--- src/rtl/acbc_pkg.sv ---
// Package for the auxiliary control and boot configuration block.
package acbc_pkg;
  localparam logic [7:0] ACBC_AUX_ADDR = 8'hA2;
  localparam logic [7:0] ACBC_PTR_LO_ADDR = 8'h82;
  localparam logic [7:0] ACBC_PTR_HI_ADDR = 8'h83;
  localparam logic [7:0] ACBC_AUX_RESET = 8'h00;
  localparam int ACBC_BIT_KEYPAD = 7;
  localparam int ACBC_BIT_BO_OFF = 6;
  localparam int ACBC_BIT_BO_IRQ = 5;
  localparam int ACBC_BIT_LPCM = 4;
  localparam int ACBC_BIT_SOFT_RESET_BIT = 3;
  localparam int ACBC_BIT_ZERO = 2;
  localparam int ACBC_BIT_RSVD = 1;
  localparam int ACBC_BIT_PSEL = 0;
  localparam logic [15:0] ACBC_SIG0_ADDR = 16'hFC30;
  localparam logic [15:0] ACBC_SIG1_ADDR = 16'hFC31;
  localparam logic [15:0] ACBC_SIG2_ADDR = 16'hFC60;
  localparam logic [15:0] ACBC_CUST_BASE = 16'hFCE0;
  localparam logic [10:0] ACBC_CUST_TAG = 11'h7E7;
  localparam logic [15:0] ACBC_CFG_ADDR = 16'hFD00;
  localparam logic [7:0] ACBC_CFG_BLANK = 8'hFF;
  localparam int ACBC_CFG_WDOG = 7;
  localparam int ACBC_CFG_RPIN = 6;
  localparam int ACBC_CFG_PORT_RESET_LEVEL = 5;
  localparam int ACBC_CFG_BOV = 4;
  localparam int ACBC_CFG_CLOCK_RATE_SELECT = 3;
  localparam logic [2:0] ACBC_OSC_EXT = 3'h7;
  localparam logic [2:0] ACBC_OSC_RC6 = 3'h3;
  localparam logic [2:0] ACBC_OSC_LF = 3'h5;
  localparam logic [2:0] ACBC_OSC_MF = 3'h1;
  localparam logic [2:0] ACBC_OSC_HF = 3'h0;

  typedef enum logic [2:0] {
    ACBC_PTR_NONE,
    ACBC_PTR_INC,
    ACBC_PTR_LOAD16,
    ACBC_PTR_WR_LO,
    ACBC_PTR_WR_HI
  } acbc_ptr_op_e;

  typedef struct packed {
    logic watchdog_reset_en;
    logic reset_pin_off;
    logic port_reset_level;
    logic brownout_level_select;
    logic clock_div2;
    logic [2:0] osc_type_select;
    logic osc_external;
    logic osc_rc_6mhz;
    logic osc_reserved;
  } acbc_cfg_s;
endpackage

--- src/rtl/acbc_aux_control.sv ---
// Auxiliary control register, dual data pointers and boot configuration view.
`timescale 1ns/1ps
// Function
// - Writing aux_control with bit 3 set resets the whole processor.
// - Two data pointers exist; pointer_select chooses the visible one.
// - All pointer instructions and byte accesses use the selected pointer.
// - Bit 2 of aux_control always reads zero.
// - Keypad flag sets on a low keypad pin; only software clears it.
// - Brownout off bit disables brownout detection entirely.
// - Brownout irq select turns brownout reset into an interrupt.
// - Low-power code bit: software sets; only power-on or brownout clears.
// - Signature bytes readable by code read at FC30h, FC31h, FC60h.
// - Customer area FCE0h-FCFFh readable as data, not executable.
// - Config byte read-only via external data move at FD00h, blank FFh.
// - Config settings take effect at power-up, fixed afterwards.
// - Config bit 7 zero: watchdog cannot reset, interrupt still allowed.
// - Config bit 6 one: reset pin becomes input only.
// - Config bit 5 sets port reset level high or low.
// - Config bit 4 selects brownout threshold 2.5V or 3.8V.
// - Config bit 3 zero divides CPU and peripheral clocks by two.
// - Oscillator field 111 external clock; 011 internal 6 MHz RC.
module acbc_aux_control
  import acbc_pkg::*;
#(
  parameter logic [7:0] SIG_BYTE0 = 8'h11,
  parameter logic [7:0] SIG_BYTE1 = 8'h22,
  parameter logic [7:0] SIG_BYTE2 = 8'h33,
  parameter int CUST_BYTES = 32
) (
  input wire logic clk,
  input wire logic rst_n,
  input wire logic por_bo_reset,
  input wire logic [7:0] sfr_addr,
  input wire logic sfr_wr,
  input wire logic [7:0] sfr_wdata,
  output logic [7:0] sfr_rdata,
  input wire acbc_ptr_op_e ptr_op,
  input wire logic [15:0] ptr_load_val,
  output logic [15:0] data_pointer,
  input wire logic code_rd,
  input wire logic [15:0] code_addr,
  output logic code_hit,
  output logic [7:0] code_rdata,
  input wire logic xdata_rd,
  input wire logic [15:0] xdata_addr,
  output logic xdata_hit,
  output logic [7:0] xdata_rdata,
  input wire logic [7:0] boot_config_one,
  input wire logic [3:0] keypad_pins_n,
  input wire logic [3:0] keypad_enable,
  input wire logic brownout_raw,
  input wire logic watchdog_expired,
  input wire logic reset_input_pin,
  output logic soft_reset_bit,
  output logic pointer_select,
  output logic keypad_flag,
  output logic brownout_off,
  output logic brownout_irq_select,
  output logic low_power_code_mem,
  output logic brownout_reset_req,
  output logic brownout_irq_req,
  output logic watchdog_reset_req,
  output logic reset_pin_reset_req,
  output logic reset_input_level,
  output acbc_cfg_s cfg,
  output logic [7:0] cust_wdata_unused
);
  // The customer area is indexed with five address bits, so only 32 bytes fit.
  if (CUST_BYTES != 32) begin : g_cust_bytes_check
    $error("CUST_BYTES must be 32");
  end

  logic soft_reset_bit_r;
  logic keypad_flag_r;
  logic bo_off_r;
  logic bo_irq_r;
  logic lpcm_r;
  logic rsvd_r;
  logic psel_r;
  logic [7:0] aux_rd;
  logic [15:0] ptr0_r;
  logic [15:0] ptr1_r;
  logic [7:0] cfg_r;
  logic cfg_loaded_r;
  logic [3:0] kp_s1_r;
  logic [3:0] kp_s2_r;
  logic [3:0] kp_s3_r;
  logic [2:0] rp_sync_r;
  logic rp_r;
  logic [2:0] bo_sync_r;
  logic bo_r;
  logic [7:0] cust_mem [0:31];
  logic aux_wr;
  logic kp_event;
  logic [15:0] sel_ptr;
  logic [15:0] sel_ptr_nxt;

  assign aux_wr = sfr_wr && (sfr_addr == ACBC_AUX_ADDR);
  assign cust_wdata_unused = 8'h00;

  // Customer area is never written here; every byte reads all ones, as in a blank EPROM.
  initial begin
    for (int i = 0; i < 32; i++) begin
      cust_mem[i] = 8'hFF;
    end
  end

  // keypad pin sync.
  // Three stages; a low is only seen once the second and third agree.
  always_ff @(posedge clk) begin
    kp_s1_r <= keypad_pins_n;
    kp_s2_r <= kp_s1_r;
    kp_s3_r <= kp_s2_r;
  end
  assign kp_event = |(keypad_enable & ~kp_s2_r & ~kp_s3_r);

  always_ff @(posedge clk) begin
    rp_sync_r <= {rp_sync_r[1:0], reset_input_pin};
    bo_sync_r <= {bo_sync_r[1:0], brownout_raw};
    if (rp_sync_r[1] == rp_sync_r[2]) begin
      rp_r <= rp_sync_r[2];
    end
    if (bo_sync_r[1] == bo_sync_r[2]) begin
      bo_r <= bo_sync_r[2];
    end
  end

  // soft reset control.
  // The write is held for one cycle as a pulse; the system reset logic
  // feeds it back into rst_n, which then clears this register too.
  always_ff @(posedge clk) begin
    if (!rst_n) begin
      soft_reset_bit_r <= ACBC_AUX_RESET[ACBC_BIT_SOFT_RESET_BIT];
    end else begin
      soft_reset_bit_r <= aux_wr && sfr_wdata[ACBC_BIT_SOFT_RESET_BIT];
    end
  end

  // keypad flag set wins.
  // A clear landing in the same cycle as a key press loses, so a racing
  // software write can never drop a press.
  always_ff @(posedge clk) begin
    if (!rst_n) begin
      keypad_flag_r <= ACBC_AUX_RESET[ACBC_BIT_KEYPAD];
    end else if (kp_event) begin
      keypad_flag_r <= 1'b1;
    end else if (aux_wr) begin
      keypad_flag_r <= sfr_wdata[ACBC_BIT_KEYPAD];
    end
  end

  always_ff @(posedge clk) begin
    if (!rst_n) begin
      bo_off_r <= ACBC_AUX_RESET[ACBC_BIT_BO_OFF];
    end else if (aux_wr) begin
      bo_off_r <= sfr_wdata[ACBC_BIT_BO_OFF];
    end
  end

  always_ff @(posedge clk) begin
    if (!rst_n) begin
      bo_irq_r <= ACBC_AUX_RESET[ACBC_BIT_BO_IRQ];
    end else if (aux_wr) begin
      bo_irq_r <= sfr_wdata[ACBC_BIT_BO_IRQ];
    end
  end

  always_ff @(posedge clk) begin
    if (!rst_n) begin
      psel_r <= ACBC_AUX_RESET[ACBC_BIT_PSEL];
    end else if (aux_wr) begin
      psel_r <= sfr_wdata[ACBC_BIT_PSEL];
    end
  end

  // Reserved bit one is stored so that a read returns what was written.
  always_ff @(posedge clk) begin
    if (!rst_n) begin
      rsvd_r <= ACBC_AUX_RESET[ACBC_BIT_RSVD];
    end else if (aux_wr) begin
      rsvd_r <= sfr_wdata[ACBC_BIT_RSVD];
    end
  end

  // sticky low-power bit.
  // A soft or watchdog reset leaves it alone; only por_bo_reset clears it.
  always_ff @(posedge clk) begin
    if (por_bo_reset) begin
      lpcm_r <= ACBC_AUX_RESET[ACBC_BIT_LPCM];
    end else if (aux_wr && sfr_wdata[ACBC_BIT_LPCM]) begin
      lpcm_r <= 1'b1;
    end
  end

  always_comb begin
    aux_rd = 8'h00;
    aux_rd[ACBC_BIT_KEYPAD] = keypad_flag_r;
    aux_rd[ACBC_BIT_BO_OFF] = bo_off_r;
    aux_rd[ACBC_BIT_BO_IRQ] = bo_irq_r;
    aux_rd[ACBC_BIT_LPCM] = lpcm_r;
    aux_rd[ACBC_BIT_SOFT_RESET_BIT] = soft_reset_bit_r;
    aux_rd[ACBC_BIT_ZERO] = 1'b0;
    aux_rd[ACBC_BIT_RSVD] = rsvd_r;
    aux_rd[ACBC_BIT_PSEL] = psel_r;
  end

  assign sel_ptr = psel_r ? ptr1_r : ptr0_r;

  always_comb begin
    sel_ptr_nxt = sel_ptr;
    unique case (ptr_op)
      ACBC_PTR_NONE: sel_ptr_nxt = sel_ptr;
      ACBC_PTR_INC: sel_ptr_nxt = sel_ptr + 16'h0001;
      ACBC_PTR_LOAD16: sel_ptr_nxt = ptr_load_val;
      ACBC_PTR_WR_LO: sel_ptr_nxt = {sel_ptr[15:8], ptr_load_val[7:0]};
      ACBC_PTR_WR_HI: sel_ptr_nxt = {ptr_load_val[7:0], sel_ptr[7:0]};
      default: sel_ptr_nxt = sel_ptr;
    endcase
    if (sfr_wr && sfr_addr == ACBC_PTR_LO_ADDR) begin
      sel_ptr_nxt = {sel_ptr[15:8], sfr_wdata};
    end else if (sfr_wr && sfr_addr == ACBC_PTR_HI_ADDR) begin
      sel_ptr_nxt = {sfr_wdata, sel_ptr[7:0]};
    end
  end

  always_ff @(posedge clk) begin
    if (!rst_n) begin
      ptr0_r <= 16'h0000;
      ptr1_r <= 16'h0000;
    end else if (psel_r) begin
      ptr1_r <= sel_ptr_nxt;
    end else begin
      ptr0_r <= sel_ptr_nxt;
    end
  end
  assign data_pointer = sel_ptr;

  always_ff @(posedge clk) begin
    if (!rst_n) begin
      sfr_rdata <= 8'h00;
    end else begin
      unique case (sfr_addr)
        ACBC_AUX_ADDR: sfr_rdata <= aux_rd;
        ACBC_PTR_LO_ADDR: sfr_rdata <= sel_ptr[7:0];
        ACBC_PTR_HI_ADDR: sfr_rdata <= sel_ptr[15:8];
        default: sfr_rdata <= 8'h00;
      endcase
    end
  end

  // config capture once.
  // Latched at the first clock after power-up reset and then frozen, so a
  // soft reset cannot pick up a changed byte.
  always_ff @(posedge clk) begin
    if (por_bo_reset) begin
      cfg_loaded_r <= 1'b0;
      cfg_r <= ACBC_CFG_BLANK;
    end else if (!cfg_loaded_r) begin
      cfg_loaded_r <= 1'b1;
      cfg_r <= boot_config_one;
    end
  end

  always_ff @(posedge clk) begin
    if (!rst_n) begin
      code_hit <= 1'b0;
      code_rdata <= 8'h00;
    end else begin
      code_hit <= 1'b0;
      code_rdata <= 8'h00;
      if (code_rd) begin
        if (code_addr == ACBC_SIG0_ADDR) begin
          code_hit <= 1'b1;
          code_rdata <= SIG_BYTE0;
        end else if (code_addr == ACBC_SIG1_ADDR) begin
          code_hit <= 1'b1;
          code_rdata <= SIG_BYTE1;
        end else if (code_addr == ACBC_SIG2_ADDR) begin
          code_hit <= 1'b1;
          code_rdata <= SIG_BYTE2;
        end else if (code_addr[15:5] == ACBC_CUST_TAG) begin
          code_hit <= 1'b1;
          code_rdata <= cust_mem[code_addr[4:0]];
        end
      end
    end
  end

  always_ff @(posedge clk) begin
    if (!rst_n) begin
      xdata_hit <= 1'b0;
      xdata_rdata <= 8'h00;
    end else begin
      xdata_hit <= xdata_rd && (xdata_addr == ACBC_CFG_ADDR);
      xdata_rdata <= (xdata_rd && xdata_addr == ACBC_CFG_ADDR) ? cfg_r : 8'h00;
    end
  end

  assign cfg.watchdog_reset_en = cfg_r[ACBC_CFG_WDOG];
  assign watchdog_reset_req = watchdog_expired && cfg_r[ACBC_CFG_WDOG];
  assign cfg.reset_pin_off = cfg_r[ACBC_CFG_RPIN];
  assign reset_pin_reset_req = !cfg_r[ACBC_CFG_RPIN] && !rp_r;
  assign reset_input_level = rp_r;
  assign cfg.port_reset_level = cfg_r[ACBC_CFG_PORT_RESET_LEVEL];
  assign cfg.brownout_level_select = cfg_r[ACBC_CFG_BOV];
  assign cfg.clock_div2 = !cfg_r[ACBC_CFG_CLOCK_RATE_SELECT];
  assign cfg.osc_type_select = cfg_r[2:0];
  assign cfg.osc_external = cfg_r[2:0] == ACBC_OSC_EXT;
  assign cfg.osc_rc_6mhz = cfg_r[2:0] == ACBC_OSC_RC6;
  assign cfg.osc_reserved = !(cfg_r[2:0] == ACBC_OSC_EXT || cfg_r[2:0] == ACBC_OSC_RC6 ||
    cfg_r[2:0] == ACBC_OSC_LF || cfg_r[2:0] == ACBC_OSC_MF || cfg_r[2:0] == ACBC_OSC_HF);

  assign brownout_reset_req = bo_r && !bo_off_r && !bo_irq_r;
  assign brownout_irq_req = bo_r && !bo_off_r && bo_irq_r;

  assign soft_reset_bit = soft_reset_bit_r;
  assign pointer_select = psel_r;
  assign keypad_flag = keypad_flag_r;
  assign brownout_off = bo_off_r;
  assign brownout_irq_select = bo_irq_r;
  assign low_power_code_mem = lpcm_r;
endmodule

--- config.mk ---
export PLATFORM = sky130hd
export DESIGN_NAME = acbc_aux_control
export DESIGN_NICKNAME = d
export VERILOG_FILES = /design/src/rtl/acbc_pkg.sv /design/src/rtl/acbc_aux_control.sv
export SDC_FILE = /design/constraint.sdc
export NUM_CORES = 1
export LEC_CHECK = 0
export ABC_AREA = 1
export BUFFER_PORTS_ARGS = -buffer_cell sky130_fd_sc_hd__buf_2
export CORE_MARGIN = 1
export CORE_UTILIZATION = 50
export DETAILED_ROUTE_END_ITERATION = 8
export PLACE_DENSITY = 0.88
export SLEW_MARGIN = 10
export SYNTH_ARGS = -nofsm -noshare
export SYNTH_HDL_FRONTEND = slang
export SYNTH_SLANG_ARGS = --single-unit
--- constraint.sdc ---
create_clock -name clk -period 2.3 [get_ports clk]
set_input_delay 0.115 -clock clk [delete_from_list [all_inputs] [get_ports clk]]
set_output_delay 0.115 -clock clk [all_outputs]
set_load 0.03 [all_outputs]
Yosys cells after proc, flatten, opt, wreduce, memory -nomap -nowiden
Cells that the tools add are included.
- input port bits: 92
- output and inout port bits: 72
- logic and storage cells: 95
- bits in registers: 94
- add/subtract/negate cells: 1
- reductions and logical operators: 28
- muxes and demuxes: 16
- equality and inequality tests: 18
- bitwise operators: 7
- operators by type and width (operator ; number):
    $eq A16 B16 Y1 const B ; 4
    $pmux W16 S4 ; 1
    $mux W16 ; 3
    $eq A8 B8 Y1 const B ; 3
    $pmux W8 S3 ; 1
    $mux W6 ; 3
    $add A16 B1 Y16 const B ; 1
    $eq A11 B11 Y1 const B ; 1
    $logic_and A1 B1 Y1 ; 11
    $eq A3 B2 Y1 const B ; 3
    $eq A3 B3 Y1 const B ; 3
    $and A4 B4 Y4 ; 2
    $not A4 Y4 ; 2
    $mux W1 ; 7
    $eq A3 B1 Y1 const B ; 2
    $logic_not A1 Y1 ; 6
    $reduce_or A6 Y1 ; 1
    $mux W5 ; 1
    $logic_or A1 B1 Y1 ; 4
    $reduce_and A2 Y1 ; 2
    $reduce_or A4 Y1 ; 1
    $logic_not A3 Y1 ; 1
    $not A1 Y1 ; 3
    $reduce_or A3 Y1 ; 1
    other kinds (2) ; 3

Depth between registers and ports, before layout
- depth after elaboration: 6
- mapped depth: 17

Least setup slack after synthesis
Ideal clock, no wire load.
- path type: register to register
- start point: reg psel_r (netlist: pointer_select)
- end point: reg ptr1_r[10]
- path slack: 0.077 ns
- path buffers: 1
- arrival: 2.096 ns
- setup time: 0.126 ns
- stages on the path, launching flop included: 14
- clock period less this slack: 2.223 ns
- cells stage by stage: dfxtp_1 > buf_6 > nand2_1 > nand2_1 > ha_1 > nand3_2 > nor2_2 > nand3_1 > nand3_1 > nand2_1 > nand2_1 > nand2_1 > nand2_1 > a21oi_2
- longest elaborated chain between the ends: 5
- ends and longest elaborated chain (item ; line ; text):
    start, declared ; acbc_aux_control.sv:79 ; logic psel_r;
    start signal, assigned ; acbc_aux_control.sv:170 ; psel_r <= ACBC_AUX_RESET[ACBC_BIT_PSEL];
    start signal, assigned ; acbc_aux_control.sv:172 ; psel_r <= sfr_wdata[ACBC_BIT_PSEL];
    $mux W16 ; acbc_aux_control.sv:207 ; assign sel_ptr = psel_r ? ptr1_r : ptr0_r;
    via data_pointer[1] ; acbc_aux_control.sv:39 ; output logic [15:0] data_pointer,
    $add A16 B1 Y16 ; acbc_aux_control.sv:213 ; ACBC_PTR_INC: sel_ptr_nxt = sel_ptr + 16'h0001;
    $pmux W16 S4 ; acbc_aux_control.sv:211 ; unique case (ptr_op)
    $mux W16 ; acbc_aux_control.sv:221 ; end else if (sfr_wr && sfr_addr == ACBC_PTR_HI_ADDR) begin
    $mux W16 ; acbc_aux_control.sv:219 ; if (sfr_wr && sfr_addr == ACBC_PTR_LO_ADDR) begin
    end signal, assigned ; acbc_aux_control.sv:231 ; ptr1_r <= sel_ptr_nxt;
    end, declared ; acbc_aux_control.sv:82 ; logic [15:0] ptr1_r;
The timed path passes the listed nets, and every way through them passes these cells.
A chain may end at the register's enable or synchronous reset.

Worst setup path in the final report
- start point: reg psel_r (netlist: pointer_select)
- end point: reg ptr0_r[10]
- longest elaborated chain between the ends: 5
- ends and longest elaborated chain (item ; line ; text):
    $mux W16 ; acbc_aux_control.sv:207 ;
    $add A16 B1 Y16 ; acbc_aux_control.sv:213 ;
    $pmux W16 S4 ; acbc_aux_control.sv:211 ;
    $mux W16 ; acbc_aux_control.sv:221 ;
    $mux W16 ; acbc_aux_control.sv:219 ;
    end signal, assigned ; acbc_aux_control.sv:233 ; ptr0_r <= sel_ptr_nxt;
    end, declared ; acbc_aux_control.sv:81 ; logic [15:0] ptr0_r;
Parallel ways exist; a longest one is shown, timed or not.

==> metrics.yaml <==
status: "complete, no violations"
grt_overflow_total: 0
comb_power_share_pct: 16.8
port_buffers: 155
clockBufferDepth: 2
reg2reg_setup_slack_ns: 0.25
p_leak_nw: 2.98
io_pins: 164
cts_inserted_buffers: 9
grt_pass1_wl_mm: 21.8
crit_fanout: 18
fmax_mhz: 488
reg2reg_depth: 14
synthTopCellsByArea: "dfxtp_1 36%, nand2_1 12%, inv_1 7.1%"
finalHoldViolations: 0
cts_tree: "built"
cp-end-kind: "flip-flop"
layout.cells.non_filler: 980
p_int_mw: 2.56
cts_setup_buffers: 0
dpl_worst_slack_ns: 0.335
viasPerCell: 5.26
grt_usage_pct: 27.5
fp.dieW_microns: 99.8
antenna_cells: 0
cp_data_required_time_ns: 2.59
synth_commonest_cells: "156 x nand2_1, 91 x inv_1, 87 x dfxtp_1, 64 x o21ai_0, 45 x a21oi_1"
path_clk_slew_ns: 0.09
setup_viol: 0
dieHeight_microns: 99.8
clockPowerShare_pct: 37.7
ys.flop_type: "dfxtp_1"
p_switching_mw: 1.01
clock_skew_ns: 0.0122
async_flop_share_pct: 0
dp_hpwl_mm: 10.4
slew_headroom_pct: 56.8
htree_num_levels: 3
crit_arrival_ns: 2.34
max-vdd-ir-drop_mv: 0.474
seq_power_share_pct: 45.5
place_inst: 950
synth-edff-count: 2
ys.warnings.count: 0
synth_area_leader_cell: "dfxtp_1"
critPathLaunch: "pointer_select$_SDFFE_PN0P_"
num_rows: 35
maxCapViolations: 0
antenna_found_initial: 0
fin_nets: 939
drive_above_1_share_pct: 27.7
nFillCells: 831
min_path_type: "in2reg"
holdPathEnd: "xdata_hit$_SDFF_PN0_"
yosysMostFrequentCell: "nand2_1"
criticalPathCategory: "reg2reg"
holdPathStages: 4
die-area_sq_um: 9960
gp_congestion: 1.01
synth.distinct_cells: 43
ys_seq_elements: 89
tightest_slew_ns: 0.648
powerDensity_nw_per_um2: 599
wl_mm: 13.8
crit_path_start_kind: "flip-flop"
min_period_over_period_pct: 89.1
tns_ns: 0
r2r_end: "ptr0_r[10]$_SDFFE_PN0N_"
antenna_left: 0
clockRootBuffer: "clkbuf_8"
period_minus_slack_ns: 2.05
first_pass_iters: 7
grt_max_degree: 40
syn_inst: 690
coreArea_sq_um: 9240
initial_utilization_pct: 51.8
drtIter0Drc: 433
clock-sinks: 89
vias: 5158
rsz0062_at_grt: "no"
yosysSeqAreaShare_pct: 37.7
postPlaceCellArea_sq_um: 5560
clkLatencyLatePin_ns: 0.35
timing.rr.start: "pointer_select$_SDFFE_PN0P_"
syn_to_final_growth_pct: 24.6
switching_share_pct: 28.4
wl_per_cell_microns: 14.0
hp-start: "xdata_addr[1]"
setup_ws_ns: 0.251
fin_area_sq_um: 5960
slew_viol_final: 0
drc: 0
syn_area_sq_um: 4780
post_synth.cell_area_avg_sq_um: 6.93
grt_pass1_vias: 4625
yosys.area.top_type_share_pct: 36.4
==> critical path, stage by stage (launching register included) <==
cell	delay (ns)
dfxtp_2	0.39
inv_6	0.13
nand2_1	0.09
nand2_1	0.14
ha_1	0.23
nand3_2	0.14
nor2_2	0.24
nand2_1	0.08
nand2_1	0.06
nand3_1	0.06
nand2_1	0.09
nand2_1	0.05
nand2_1	0.05
nand2_1	0.10
a21oi_2	0.13
==> power groups by stage <==
stage	Combinational (mW)	Sequential, mW	Clock, mW
finish	0.599	1.62	1.35
global route	0.651	1.63	1.43
CTS	0.588	1.62	1.36
detailed placement	0.566	1.66	0
global placement	0.561	1.66	0
floorplan	0.378	1.66	0
==> stage by stage <==
stage,util [%],hold slack (ns),power [mW]
finish,64.5,0.00480,3.57
global route,64.5,0.0224,3.71
global placement,60.1,0.218,2.22
detailed placement,60.1,0.219,2.22
CTS,64.5,0.00276,3.57
floorplan,-,0.143,2.04
==> kinds of logic after synthesis <==
logic type,Yosys count,share of synthesized area (%)
AO/OA/AOI/OAI,159,19.4
XOR/XNOR,2,0.366
adder cells (fa/ha/maj),1,0.261
buffers and inverters,143,13.9
flip-flops,89,37.7
other,1,0.0784
AND/OR/NAND/NOR,295,28.3
==> sequential cells by signal (all words and copies together) (netlist names), 3 cells and up <==
| register | count |
|---|---|
| bo_sync_r | 3 |
| cfg_r | 8 |
| code_rdata | 3 |
| kp_s1_r | 4 |
| kp_s2_r | 4 |
| kp_s3_r | 4 |
| ptr0_r | 16 |
| ptr1_r | 16 |
| rp_sync_r | 3 |
| sfr_rdata | 8 |
| xdata_rdata | 8 |
==> layer usage <==
layer | GRT usage (%) | vias to the layer above | wire length (microns)
met4 | 12.9 | 0 | 480
met3 | 3.69 | 46 | 1080
li1 | - | 2538 | -
met2 | 46.2 | 255 | 6630
met1 | 35.1 | 2319 | 5570
met5 | 0 | - | 0
==> layout make-up <==
type	instances	area, sq um	share of cell area (%)
Sequential cell	89	1800	30.2
Timing Repair Buffer	182	1020	17.1
Tap cell	129	161	2.71
Clock buffer	11	174	2.92
Clock inverter	5	86.3	1.45
Multi-Input combinational cell	465	2340	39.3
Inverter	99	377	6.32
==> layout by cell type (no fill, tap or decap), drive strengths merged, types with 12 or more instances in the layout <==
cell type and instances:
nor2 46, nand2 174, inv 100, buf 168, nand4 12, nand3 41
dlygate4sd3 14, dfxtp 87, a21oi 49, o21ai 73
==> worst max path at each step <==
| stage | endpoint | slack [ns] |
|---|---|---|
| 3_5_place_dp | ptr0_r[13]$_SDFFE_PN0N_ | 0.33 |
| 2_1_floorplan | ptr1_r[10]$_SDFFE_PN0P_ | 0.08 |
| 4_1_cts | ptr0_r[14]$_SDFFE_PN0N_ | 0.29 |
| 5_1_grt | ptr0_r[12]$_SDFFE_PN0N_ | 0.04 |
| 3_3_place_gp | ptr1_r[5]$_SDFFE_PN0P_ | 0.38 |
| 6_report | ptr0_r[10]$_SDFFE_PN0N_ | 0.25 |
==> repair_timing <==
item                                   4_1_cts  5_1_grt
endpoints found under the hold margin       14        0
hold buffers                                14        0
resized for setup                            0        1
setup endpoints to repair                    0        1
Note: power is estimated with default switching activity, not from simulation.
